[src/shared/stepper_ctrl_pkg.sv]
// Constants shared by the stepper idle, tune and fault controller
package stepper_ctrl_pkg;
  // Clock rate in kHz
  localparam int unsigned CLK_KHZ = 40000;
  // One second window, in ms
  localparam int unsigned ONE_SEC_MS = 1000;
  localparam int unsigned ONE_SEC_CYC = ONE_SEC_MS * CLK_KHZ;
  // Least input timing, in ns, and cycles rounded up
  localparam int unsigned EN_SETUP_NS = 5000;
  localparam int unsigned DIR_SETUP_NS = 5000;
  localparam int unsigned STEP_HIGH_NS = 2500;
  localparam int unsigned STEP_LOW_NS = 2500;
  localparam int unsigned EN_SETUP_CYC = (EN_SETUP_NS * CLK_KHZ + 999999) / 1000000;
  localparam int unsigned DIR_SETUP_CYC = (DIR_SETUP_NS * CLK_KHZ + 999999) / 1000000;
  localparam int unsigned STEP_HIGH_CYC = (STEP_HIGH_NS * CLK_KHZ + 999999) / 1000000;
  localparam int unsigned STEP_LOW_CYC = (STEP_LOW_NS * CLK_KHZ + 999999) / 1000000;
  // Timing check counters saturate here
  localparam int unsigned CHK_W = 8;
  localparam logic [CHK_W-1:0] CHK_MAX = 8'hff;
  // Setpoint width, milliamps
  localparam int unsigned MA_W = 13;
  // Register word indices on the bus
  localparam int unsigned ADDR_W = 3;
  localparam logic [ADDR_W-1:0] REG_STATUS = 3'h0;
  localparam logic [ADDR_W-1:0] REG_EVENT = 3'h1;
  localparam logic [ADDR_W-1:0] REG_MASK = 3'h2;
  localparam logic [ADDR_W-1:0] REG_SETPOINT = 3'h3;
  // Event bit positions
  localparam int unsigned EV_W = 6;
  localparam int unsigned EV_OV = 0;
  localparam int unsigned EV_OC = 1;
  localparam int unsigned EV_SC = 2;
  localparam int unsigned EV_TSTART = 3;
  localparam int unsigned EV_TDONE = 4;
  localparam int unsigned EV_TIMING = 5;
  // Status bit positions
  localparam int unsigned ST_REDUCED = 3;
  localparam int unsigned ST_TUNING = 4;
  localparam int unsigned ST_ENERGY = 5;
  localparam int unsigned ST_SEL = 6;
  localparam logic [EV_W-1:0] MASK_RST = 6'h00;
  // Tuning sequence states
  typedef enum logic [1:0] {TUNE_WAIT, TUNE_FIRST, TUNE_RUN} tune_t;
endpackage

[src/design/stepper_idle_tune_fault_ctrl.sv]
// Idle current, auto-tune trigger, input timing check and fault latch
//
// Overview of operation
// - Three switch bits pick one of eight dynamic currents, 2.00A to 6.00A.
// - Idle switch off halves standstill current; on keeps full dynamic current.
// - With reduction selected, setpoint halves one second after last step.
// - Two idle switch toggles within one second start motor identification.
// - Identification done loads current-loop parameters automatically.
// - Supply above 94V latches over-voltage fault, indicator red.
// - Continuous phase current over limit latches over-current fault.
// - Coil short or coil-to-ground short latches short-circuit fault.
// - Any fault de-energises the motor and drives indicator red.
// - Faults stay latched until power-on reset.
`timescale 1ns/1ps
module stepper_idle_tune_fault_ctrl #(
  parameter int unsigned ONE_SEC_CYCLES = stepper_ctrl_pkg::ONE_SEC_CYC
) (
  input wire logic ref_clk_i,
  input wire logic rstn_i,
  input wire logic [2:0] avs_address_i,
  input wire logic avs_read_i,
  input wire logic avs_write_i,
  input wire logic [31:0] avs_writedata_i,
  output logic [31:0] avs_readdata_o,
  output logic avs_waitrequest_o,
  input wire logic current_select_bit0_i,
  input wire logic current_select_bit1_i,
  input wire logic current_select_bit2_i,
  input wire logic idle_level_switch_i,
  input wire logic step_strobe_input_i,
  input wire logic direction_i,
  input wire logic drive_allow_input_i,
  input wire logic over_voltage_i,
  input wire logic over_current_i,
  input wire logic short_circuit_i,
  input wire logic tune_done_i,
  output logic [stepper_ctrl_pkg::MA_W-1:0] current_setpoint_o,
  output logic motor_energise_o,
  output logic led_red_o,
  output logic step_accept_o,
  output logic tune_start_o,
  output logic tune_busy_o,
  output logic param_load_o,
  output logic irq_o
);
  localparam int CW = $clog2(ONE_SEC_CYCLES + 1);
  localparam logic [CW-1:0] SEC_LAST = CW'(ONE_SEC_CYCLES - 1);
  localparam int unsigned MW = stepper_ctrl_pkg::MA_W;
  localparam int unsigned EW = stepper_ctrl_pkg::EV_W;
  localparam int unsigned KW = stepper_ctrl_pkg::CHK_W;

  // Refuse windows the counters cannot serve
  if (ONE_SEC_CYCLES < 2) begin : g_chk
    $error("ONE_SEC_CYCLES must be at least 2");
  end

  // Dynamic current table in mA
  function automatic logic [MW-1:0] dyn_ma(input logic [2:0] idx);
    case (idx)
      3'h0: dyn_ma = 13'h07d0;
      3'h1: dyn_ma = 13'h0a0a;
      3'h2: dyn_ma = 13'h0c44;
      3'h3: dyn_ma = 13'h0e7e;
      3'h4: dyn_ma = 13'h10b8;
      3'h5: dyn_ma = 13'h12fc;
      3'h6: dyn_ma = 13'h1536;
      default: dyn_ma = 13'h1770;
    endcase
  endfunction

  // Two-flop synchronisers for all pins except the bus and tune_done_i
  logic [9:0] pin_meta, pin_sync, pin_prev;
  logic [2:0] primed;
  always_ff @(posedge ref_clk_i) begin
    if (!rstn_i) begin
      pin_meta <= 10'h000;
      pin_sync <= 10'h000;
      pin_prev <= 10'h000;
      primed <= 3'h0;
    end else begin
      pin_meta <= {current_select_bit2_i, current_select_bit1_i, current_select_bit0_i,
                   short_circuit_i, over_current_i, over_voltage_i, direction_i,
                   drive_allow_input_i, step_strobe_input_i, idle_level_switch_i};
      pin_sync <= pin_meta;
      pin_prev <= pin_sync;
      primed <= {primed[1:0], 1'b1};
    end
  end

  logic idle_sw, step_s, allow_s, dir_s, step_rise, step_fall, dir_chg, allow_chg, sw_chg;
  logic edge_ok, timing_err;
  logic [2:0] sel_idx;
  assign idle_sw = pin_sync[0];
  assign step_s = pin_sync[1];
  assign allow_s = pin_sync[2];
  assign dir_s = pin_sync[3];
  // Switch ON reads as 1; all ON is the lowest current
  assign sel_idx = ~pin_sync[9:7];
  // No edges until the pipeline holds real samples, else reset fakes a toggle
  assign edge_ok = primed[2];
  assign step_rise = edge_ok & step_s & ~pin_prev[1];
  assign step_fall = edge_ok & ~step_s & pin_prev[1];
  assign allow_chg = edge_ok & (allow_s ^ pin_prev[2]);
  assign dir_chg = edge_ok & (dir_s ^ pin_prev[3]);
  assign sw_chg = edge_ok & (idle_sw ^ pin_prev[0]);
  // Input timing check counters
  logic [KW-1:0] hi_cnt, lo_cnt, dir_cnt, en_cnt;
  logic [KW-1:0] next_hi_cnt, next_lo_cnt, next_dir_cnt, next_en_cnt;
  function automatic logic [KW-1:0] sat_inc(input logic [KW-1:0] v);
    sat_inc = (v == stepper_ctrl_pkg::CHK_MAX) ? v : v + 8'h01;
  endfunction
  always_comb begin
    next_hi_cnt = step_rise ? '0 : sat_inc(hi_cnt);
    next_lo_cnt = step_fall ? '0 : sat_inc(lo_cnt);
    next_dir_cnt = dir_chg ? '0 : sat_inc(dir_cnt);
    next_en_cnt = allow_chg ? '0 : sat_inc(en_cnt);
    timing_err = (dir_chg && en_cnt < KW'(stepper_ctrl_pkg::EN_SETUP_CYC)) ||
                 (step_rise && dir_cnt < KW'(stepper_ctrl_pkg::DIR_SETUP_CYC)) ||
                 (step_fall && hi_cnt < KW'(stepper_ctrl_pkg::STEP_HIGH_CYC)) ||
                 (step_rise && lo_cnt < KW'(stepper_ctrl_pkg::STEP_LOW_CYC));
  end
  always_ff @(posedge ref_clk_i) begin
    if (!rstn_i) begin
      hi_cnt <= stepper_ctrl_pkg::CHK_MAX;
      lo_cnt <= stepper_ctrl_pkg::CHK_MAX;
      dir_cnt <= stepper_ctrl_pkg::CHK_MAX;
      en_cnt <= stepper_ctrl_pkg::CHK_MAX;
    end else begin
      hi_cnt <= next_hi_cnt;
      lo_cnt <= next_lo_cnt;
      dir_cnt <= next_dir_cnt;
      en_cnt <= next_en_cnt;
    end
  end

  // Fault latches, cleared only by power-on reset
  logic fault_ov, fault_oc, fault_sc, fault_any, next_fault_ov, next_fault_oc, next_fault_sc;
  always_comb begin
    next_fault_ov = fault_ov | pin_sync[4];
    next_fault_oc = fault_oc | pin_sync[5];
    next_fault_sc = fault_sc | pin_sync[6];
  end
  always_ff @(posedge ref_clk_i) begin
    if (!rstn_i) begin
      fault_ov <= 1'b0;
      fault_oc <= 1'b0;
      fault_sc <= 1'b0;
    end else begin
      fault_ov <= next_fault_ov;
      fault_oc <= next_fault_oc;
      fault_sc <= next_fault_sc;
    end
  end
  assign fault_any = fault_ov | fault_oc | fault_sc;

  // Tune sequence state
  stepper_ctrl_pkg::tune_t tune_state, next_tune_state;
  logic [CW-1:0] win_cnt, next_win_cnt;
  logic next_tune_start, next_param_load, step_ok;
  // steps during identification are not taken
  assign step_ok = step_rise & allow_s & ~fault_any &
                   (tune_state != stepper_ctrl_pkg::TUNE_RUN);
  always_comb begin
    next_tune_state = tune_state;
    next_win_cnt = win_cnt;
    next_tune_start = 1'b0;
    next_param_load = 1'b0;
    case (tune_state)
      stepper_ctrl_pkg::TUNE_WAIT: begin
        if (sw_chg && !fault_any) begin
          next_tune_state = stepper_ctrl_pkg::TUNE_FIRST;
          next_win_cnt = '0;
        end
      end
      stepper_ctrl_pkg::TUNE_FIRST: begin
        if (step_rise || fault_any) begin
          next_tune_state = stepper_ctrl_pkg::TUNE_WAIT;
        end else if (sw_chg) begin
          next_tune_state = stepper_ctrl_pkg::TUNE_RUN;
          next_tune_start = 1'b1;
        end else if (win_cnt == SEC_LAST) begin
          next_tune_state = stepper_ctrl_pkg::TUNE_WAIT;
        end else begin
          next_win_cnt = win_cnt + 1'b1;
        end
      end
      stepper_ctrl_pkg::TUNE_RUN: begin
        if (fault_any) begin
          next_tune_state = stepper_ctrl_pkg::TUNE_WAIT;
        end else if (tune_done_i) begin
          next_tune_state = stepper_ctrl_pkg::TUNE_WAIT;
          next_param_load = 1'b1;
        end
      end
      default: next_tune_state = stepper_ctrl_pkg::TUNE_WAIT;
    endcase
  end
  always_ff @(posedge ref_clk_i) begin
    if (!rstn_i) begin
      tune_state <= stepper_ctrl_pkg::TUNE_WAIT;
      win_cnt <= '0;
      tune_start_o <= 1'b0;
      param_load_o <= 1'b0;
    end else begin
      tune_state <= next_tune_state;
      win_cnt <= next_win_cnt;
      tune_start_o <= next_tune_start;
      param_load_o <= next_param_load;
    end
  end

  // Idle timer and current setpoint
  logic [CW-1:0] idle_cnt, next_idle_cnt;
  logic idle_reached, next_idle_reached, next_energise, next_red, next_busy;
  logic [MW-1:0] dyn, next_setpoint;
  assign dyn = dyn_ma(sel_idx);
  always_comb begin
    next_idle_cnt = idle_cnt;
    next_idle_reached = idle_reached;
    if (step_ok) begin
      next_idle_cnt = '0;
      next_idle_reached = 1'b0;
    end else if (!idle_reached) begin
      next_idle_cnt = idle_cnt + 1'b1;
      next_idle_reached = (idle_cnt == SEC_LAST);
    end
    next_setpoint = dyn;
    if (fault_any) begin
      next_setpoint = '0;
    end else if (!idle_sw && idle_reached) begin
      next_setpoint = dyn >> 1;
    end
    next_energise = ~fault_any & allow_s;
    next_red = fault_any;
    next_busy = (tune_state == stepper_ctrl_pkg::TUNE_RUN);
  end
  always_ff @(posedge ref_clk_i) begin
    if (!rstn_i) begin
      idle_cnt <= '0;
      idle_reached <= 1'b0;
      current_setpoint_o <= '0;
      motor_energise_o <= 1'b0;
      led_red_o <= 1'b0;
      step_accept_o <= 1'b0;
      tune_busy_o <= 1'b0;
    end else begin
      idle_cnt <= next_idle_cnt;
      idle_reached <= next_idle_reached;
      current_setpoint_o <= next_setpoint;
      motor_energise_o <= next_energise;
      led_red_o <= next_red;
      step_accept_o <= step_ok;
      tune_busy_o <= next_busy;
    end
  end

  // Bus slave, sticky events and interrupt
  logic [EW-1:0] events, next_events, ev_in, mask, next_mask;
  logic [31:0] next_rdata, status_word;
  logic next_wait, next_irq, take, ev_clr;
  assign take = ~avs_waitrequest_o & (avs_read_i | avs_write_i);
  assign ev_clr = take & avs_read_i & (avs_address_i == stepper_ctrl_pkg::REG_EVENT);
  always_comb begin
    ev_in = '0;
    ev_in[stepper_ctrl_pkg::EV_OV] = next_fault_ov & ~fault_ov;
    ev_in[stepper_ctrl_pkg::EV_OC] = next_fault_oc & ~fault_oc;
    ev_in[stepper_ctrl_pkg::EV_SC] = next_fault_sc & ~fault_sc;
    ev_in[stepper_ctrl_pkg::EV_TSTART] = next_tune_start;
    ev_in[stepper_ctrl_pkg::EV_TDONE] = next_param_load;
    ev_in[stepper_ctrl_pkg::EV_TIMING] = timing_err;
    // Read clears only the bits it returned, so a late event survives; set wins
    next_events = (events & ~({EW{ev_clr}} & avs_readdata_o[EW-1:0])) | ev_in;
    next_mask = mask;
    if (take && avs_write_i && avs_address_i == stepper_ctrl_pkg::REG_MASK) begin
      next_mask = avs_writedata_i[EW-1:0];
    end
    next_irq = |(next_events & next_mask);
    status_word = '0;
    status_word[2:0] = {fault_sc, fault_oc, fault_ov};
    status_word[stepper_ctrl_pkg::ST_REDUCED] = ~idle_sw & idle_reached;
    status_word[stepper_ctrl_pkg::ST_TUNING] = tune_busy_o;
    status_word[stepper_ctrl_pkg::ST_ENERGY] = motor_energise_o;
    status_word[stepper_ctrl_pkg::ST_SEL +: 3] = sel_idx;
    case (avs_address_i)
      stepper_ctrl_pkg::REG_STATUS: next_rdata = status_word;
      stepper_ctrl_pkg::REG_EVENT: next_rdata = {{(32-EW){1'b0}}, events};
      stepper_ctrl_pkg::REG_MASK: next_rdata = {{(32-EW){1'b0}}, mask};
      stepper_ctrl_pkg::REG_SETPOINT: next_rdata = {{(32-MW){1'b0}}, current_setpoint_o};
      default: next_rdata = '0;
    endcase
    // One wait cycle, then a single low cycle
    next_wait = ~(avs_waitrequest_o & (avs_read_i | avs_write_i));
  end
  always_ff @(posedge ref_clk_i) begin
    if (!rstn_i) begin
      events <= '0;
      mask <= stepper_ctrl_pkg::MASK_RST;
      irq_o <= 1'b0;
      avs_waitrequest_o <= 1'b1;
      avs_readdata_o <= '0;
    end else begin
      events <= next_events;
      mask <= next_mask;
      irq_o <= next_irq;
      avs_waitrequest_o <= next_wait;
      if (avs_waitrequest_o) begin
        avs_readdata_o <= next_rdata;
      end
    end
  end
endmodule

[config.mk]
export PLATFORM = sky130hd
export DESIGN_NAME = stepper_idle_tune_fault_ctrl
export DESIGN_NICKNAME = d
export VERILOG_FILES = /design/src/shared/stepper_ctrl_pkg.sv /design/src/design/stepper_idle_tune_fault_ctrl.sv
export SDC_FILE = /design/constraint.sdc
export NUM_CORES = 1
export LEC_CHECK = 0
export BUFFER_PORTS_ARGS = -buffer_cell sky130_fd_sc_hd__buf_2
export CELL_PAD_IN_SITES_DETAIL_PLACEMENT = 1
export CELL_PAD_IN_SITES_GLOBAL_PLACEMENT = 1
export CORE_ASPECT_RATIO = 1.2
export CORE_UTILIZATION = 46
export DETAILED_ROUTE_END_ITERATION = 10
export PLACE_DENSITY_LB_ADDON = 0.12
export SLEW_MARGIN = 20
export SYNTH_ARGS = -nofsm -noshare
export SYNTH_HDL_FRONTEND = slang
export SYNTH_SLANG_ARGS = --single-unit
[constraint.sdc]
create_clock -name ref_clk_i -period 6.6 [get_ports ref_clk_i]
set_input_delay 0.33 -clock ref_clk_i [delete_from_list [all_inputs] [get_ports ref_clk_i]]
set_output_delay 0.33 -clock ref_clk_i [all_outputs]
set_load 0.1 [all_outputs]
==> results of run 1 <==
[final cells by class]
cell class                 instances  area share
multi-input combinational        579       0.440
timing repair buffer              61      0.0398
inverter                           9     0.00426
clock buffer                      17      0.0537
sequential                       163       0.412
clock inverter                    15      0.0185
tap                              204      0.0322
[worst reg2reg max path, cell delays in order (launching register included)]
cell and delay, ns:
dfxtp_1 0.37, or3_4 0.44, a2111oi_1 0.72, o31ai_4 0.42
and2_4 0.34, or3_1 0.35, a21oi_1 0.13
[report_power, final]
part,leakage [nW],internal (mW),total [mW],switching (mW)
Combinational,1.50,0.220,0.603,0.383
Sequential,1.33,1.08,1.18,0.0993
Clock,0.276,0.529,0.962,0.434
[flip-flops by register name, summed over array words and instances (netlist names), 2 cells and up]
| signal | cells |
|---|---|
| avs_readdata_o | 13 |
| current_setpoint_o | 13 |
| dir_cnt | 8 |
| en_cnt | 8 |
| events | 6 |
| hi_cnt | 8 |
| idle_cnt | 26 |
| lo_cnt | 8 |
| mask | 6 |
| pin_meta | 10 |
| pin_prev | 4 |
| pin_sync | 10 |
| primed | 3 |
| tune_state | 2 |
| win_cnt | 26 |
[cell families after synthesis]
family,after synthesis,synth area share
simple gates,340,0.248
other cells,1,0.000535
flops,163,0.466
compound gates,142,0.121
xor+xnor,52,0.0650
mux,20,0.0393
buf+inv,70,0.0496
fa+ha+maj,6,0.0107
[per-layer routing]
layer | global-route usage | up-vias | share of wire
li1 | - | 2813 | -
met1 | 0.285 | 2885 | 0.44
met2 | 0.429 | 77 | 0.52
met3 | 0.0453 | 25 | 0.027
met4 | 0.0815 | 0 | 0.015
met5 | 0 | - | 0
[cells in the final DEF (no fill, tap or decap), types with 4 or more instances in the layout]
cell type | Yosys | routed
dfxtp_1 | 163 | 163
nor2_1 | 104 | 104
buf_2 | 2 | 57
o21ai_0 | 54 | 54
nand2_1 | 49 | 49
a21oi_1 | 41 | 41
nand3_1 | 40 | 40
and2_1 | 31 | 31
xor2_1 | 28 | 28
xnor2_1 | 24 | 24
nor2b_1 | 21 | 21
and3_1 | 20 | 20
conb_1 | 1 | 19
nand4_1 | 17 | 17
clkbuf_16 | 0 | 17
nor3_1 | 16 | 16
mux2i_1 | 14 | 14
inv_1 | 9 | 9
a31oi_1 | 7 | 7
inv_6 | 0 | 7
nand2b_1 | 6 | 6
or3_1 | 6 | 6
mux4_2 | 6 | 6
ha_1 | 6 | 6
and4_1 | 5 | 5
a311oi_1 | 5 | 5
o31ai_1 | 7 | 5
and3b_1 | 4 | 4
nor4_1 | 4 | 4
o311ai_0 | 4 | 4
clkinv_4 | 0 | 4
buf_4 | 20 | 4
[stage by stage]
stage          cell area (um^2)  instances  total power [mW]  utilization
3_5_place_dp               7360       1016              1.80        0.492
5_1_grt                    7930       1048              2.89        0.530
2_1_floorplan              7070        812              1.67            -
4_1_cts                    7930       1048              2.77        0.530
6_report                   7930       1048              2.75        0.530
3_3_place_gp               7350       1016              1.75        0.491
[path summary, 6_finish.rpt]
| path | cells past startpoint | slack [ns] | end |
|---|---|---|---|
| hold / removal | 2 | 0.1 | pin_meta[9] |
| setup / recovery | 6 | 3.76 | win_cnt[20] |
| hold reg to reg | 1 | 0.44 | pin_sync[3] |
| setup reg to reg | 6 | 3.76 | win_cnt[20] |
==> flow_summary.json, run 1 <==
{
  "syn_area_per_cell_um2": 8.82,
  "first_iter_violations": 258,
  "die_x_um": 115,
  "cpPeakStageDelay_ns": 0.72,
  "insertedDiodeCount": 0,
  "path_cells": "or3_4 -> a2111oi_1 -> o31ai_4 -> and2_4 -> or3_1 -> a21oi_1",
  "dieHeight_um": 137,
  "dp_hpwl_um": 12100,
  "netlist_area_um2": 7010,
  "cp_data_arrival_time_ns": 3.19,
  "hp-class": "input pin to register",
  "rr_startpoint": "fault_ov",
  "crit_type": "register to register",
  "whs_ns": 0.0993,
  "yosys-top-cells-count": "dfxtp_1 (163), nor2_1 (104), o21ai_0 (54)",
  "drt_pre_antenna_iters": 4,
  "path_clk_slew_ns": 0.07,
  "place_congestion": 0.823,
  "cts_hold_buf": 0,
  "period_needed_ns": 2.84,
  "drt-total-wl_um": 17900,
  "cpMaxStageDelayCell": "a2111oi_1",
  "clock-sinks": 163,
  "worst_slack_ns": 3.76,
  "multiInputGateArea_um2": 3490,
  "ys_seq_area_frac": 0.466,
  "grt_pass1_wl_um": 29300,
  "drv_slew": 0,
  "rsz0062_at_grt": "no",
  "synth_top_area_share": 0.466,
  "hp-start": "current_select_bit2_i",
  "synth-seq-cells": 163,
  "cp_max_fo": 21,
  "first_global_vias": 5972,
  "drcViolationCount": 0,
  "pre_cts_slack_ns": 3.56,
  "final.fill_count": 1793,
  "grt_max_degree": 73,
  "synth.most_common_cell": "dfxtp_1",
  "clock.fmax_ghz": 0.352,
  "hold_viol_final": 0,
  "fin_setup_tns_ns": 0,
  "vias": 5800,
  "syn_to_final_growth_pct": 13.2,
  "clk_latency_ns": 0.43,
  "relSlewSlack": 0.329,
  "antenna_found_initial": 0,
  "p_per_area_nw_per_um2": 346,
  "drv_cap": 0,
  "ant_nets": 0,
  "path_delay_family": "compound AO/OA/AOI/OAI gates",
  "ir_worst_vdd_uv": 175,
  "tightest_slew_ns": 1.00,
  "post_cts_buffers": 0,
  "cts.root.buffer_cell": "clkbuf_16",
  "setup_viol": 0,
  "start_util": 0.468,
  "core-area_um2": 15000,
  "synth_async_sr_flop_share": 0,
  "rows": 49,
  "synth_top_cell_by_area": "dfxtp_1",
  "ys.flop_type": "dfxtp_1",
  "yosysWarningCount": 0,
  "avgRoutedWirePerCell_um": 17.1,
  "status": "completed",
  "h-tree-depth": 4,
  "path_buf_inv": 0,
  "end_kind": "register",
  "ioPinCount": 103,
  "clock_path_buffers": 2,
  "die-area_um2": 15700,
  "cts_resized": 0,
  "grt_overflow_total": 0,
  "min_period_over_period": 0.430,
  "syn_inst": 794,
  "via_per_inst": 5.53,
  "p_leak_nw": 3.10,
  "gr-usage-all-layers": 0.239,
  "synth.distinct_cells": 58,
  "final_nets": 887,
  "register_area_um2": 3260,
  "synth.top_cells.by_area": "dfxtp_1 (47%), nor2_1 (5.6%), o21ai_0 (3.9%)",
  "crit_start": "fault_ov",
  "io_buffers": 57,
  "cts_made_buffers": 17,
  "drive_gt1_frac": 0.127,
  "synth_edf_count": 0,
  "cts_tree": "built",
  "critPathRequiredTime_ns": 6.95,
  "start_kind": "register",
  "skew_ns": 0.0136
}
Power figures use the tool's default switching activity.
==> run 2: changes to the inputs <==
CORE_UTILIZATION = 39   (was 46)
clock period = 2.46 ns   (was 6.6 ns; I/O delays follow)
==> flow_summary.json, run 2 (synthesis results as in run 1) <==
{
  "status": "completed",
  "layout_common_cells": "dfxtp_1 (163), nor2_1 (104), buf_2 (57), o21ai_0 (54), nand2_1 (49)",
  "critPathRequiredTime_ns": 2.78,
  "dp_hpwl_um": 12500,
  "insertedDiodeCount": 0,
  "setup_viol": 0,
  "rsz0062_at_grt": "no",
  "path_delay_family": "compound AO/OA/AOI/OAI gates",
  "place_congestion": 0.812,
  "grt_pass1_wl_um": 29100,
  "antenna_found_initial": 0,
  "clock-sinks": 163,
  "p_per_area_nw_per_um2": 889,
  "hp-class": "input pin to register",
  "dieHeight_um": 149,
  "path_buf_inv": 2,
  "final.fill_count": 2056,
  "drv_cap": 0,
  "ioPinCount": 103,
  "clock_path_buffers": 2,
  "grt_overflow_total": 0,
  "syn_to_final_growth_pct": 18.1,
  "skew_ns": 0.00887,
  "layout_commonest_cell": "dfxtp_1",
  "min_period_over_period": 0.910,
  "clock.fmax_ghz": 0.447,
  "h-tree-depth": 4,
  "core-area_um2": 17600,
  "avgRoutedWirePerCell_um": 15.9,
  "hold_viol_final": 0,
  "ant_nets": 0,
  "io_buffers": 57,
  "vias": 5820,
  "clk_latency_ns": 0.42,
  "gr-usage-all-layers": 0.194,
  "path_cells": "or3_4 -> a2111oi_1 -> buf_4 -> o31ai_4 -> buf_4 -> nor3_1 -> nor2_1 -> a311oi_1",
  "first_iter_violations": 264,
  "drv_slew": 0,
  "cts_made_buffers": 17,
  "drt-total-wl_um": 17500,
  "start_kind": "register",
  "relSlewSlack": 0.520,
  "drt_pre_antenna_iters": 4,
  "cts_tree": "built",
  "via_per_inst": 5.29,
  "cpMaxStageDelayCell": "or3_4",
  "start_util": 0.399,
  "period_needed_ns": 2.24,
  "p_leak_nw": 3.27,
  "path_clk_slew_ns": 0.06,
  "tightest_slew_ns": 0.719,
  "cp_data_arrival_time_ns": 2.56,
  "fin_setup_tns_ns": 0,
  "cts.root.buffer_cell": "clkbuf_16",
  "ir_worst_vdd_uv": 557,
  "grt_max_degree": 28,
  "crit_top_cell": "buf_4",
  "rows": 53,
  "largestRegisters": "idle_cnt: 26 flops, win_cnt: 26 flops",
  "crit_type": "register to register",
  "final_nets": 926,
  "end_kind": "register",
  "die-area_um2": 18500,
  "drive_gt1_frac": 0.139,
  "cp_max_fo": 13,
  "die_x_um": 124,
  "first_global_vias": 6023,
  "utilization": 0.471,
  "cpPeakStageDelay_ns": 0.44,
  "drcViolationCount": 0
}
-- run 2: changes by cell type in the layout (fill, tap and decap cells not counted), sizes merged --
cell,change
bufinv,+1
inv,-7
buf,+20
dlygate4sd3,+19
clkinv,-2
clkinvlp,+2
clkbuf,+3
-- run 2: stage by stage --
step	total power [mW]	worst slack (ns)	cell area (um^2)	cells	hold WS, ns
finish	7.36	0.221	8280	1100	0.0912
global placement	4.72	0.249	7510	1052	0.332
global route	7.76	0.0817	8280	1100	0.0883
detailed placement	4.83	0.178	7510	1052	0.337
floorplan	4.49	0.257	7070	812	0.151
CTS	7.45	0.132	8270	1100	0.0792
-- run 2: final timing paths --
path,start,to,slack (ns),depth (start not counted)
max,fault_ov,win_cnt[10],0.22,8
min,rstn_i,win_cnt[2],0.09,2
max reg2reg,fault_ov,win_cnt[10],0.22,8
min reg2reg,pin_meta[9],pin_sync[9],0.43,1
-- run 2: layer usage --
metal	global-route usage	routed length [um]	up-vias
met5	0	0	-
met4	0.0518	146	0
met3	0.0398	450	11
met2	0.355	8970	73
met1	0.228	7900	2852
li1	-	-	2884
-- run 2: cell type report --
class | count | area [um^2] | area share
Clock buffer | 20 | 457 | 0.0552
Clock inverter | 9 | 109 | 0.0132
Inverter | 9 | 33.8 | 0.00408
Multi-Input combinational cell | 579 | 3480 | 0.421
Sequential cell | 163 | 3260 | 0.394
Tap cell | 220 | 275 | 0.0333
Timing Repair Buffer | 100 | 656 | 0.0792
-- run 2: power by group --
part           total (mW)  switching [mW]  internal (mW)
sequential           3.15           0.249           2.90
clock                2.56            1.03           1.53
combinational        1.65            1.02          0.623
-- run 2: timing repair --
item,in CTS,in global routing
hold buffers,19,0
setup buffers,0,0
gates resized for setup,0,2
hold endpoints to repair,18,0
endpoints found under the setup margin,0,2
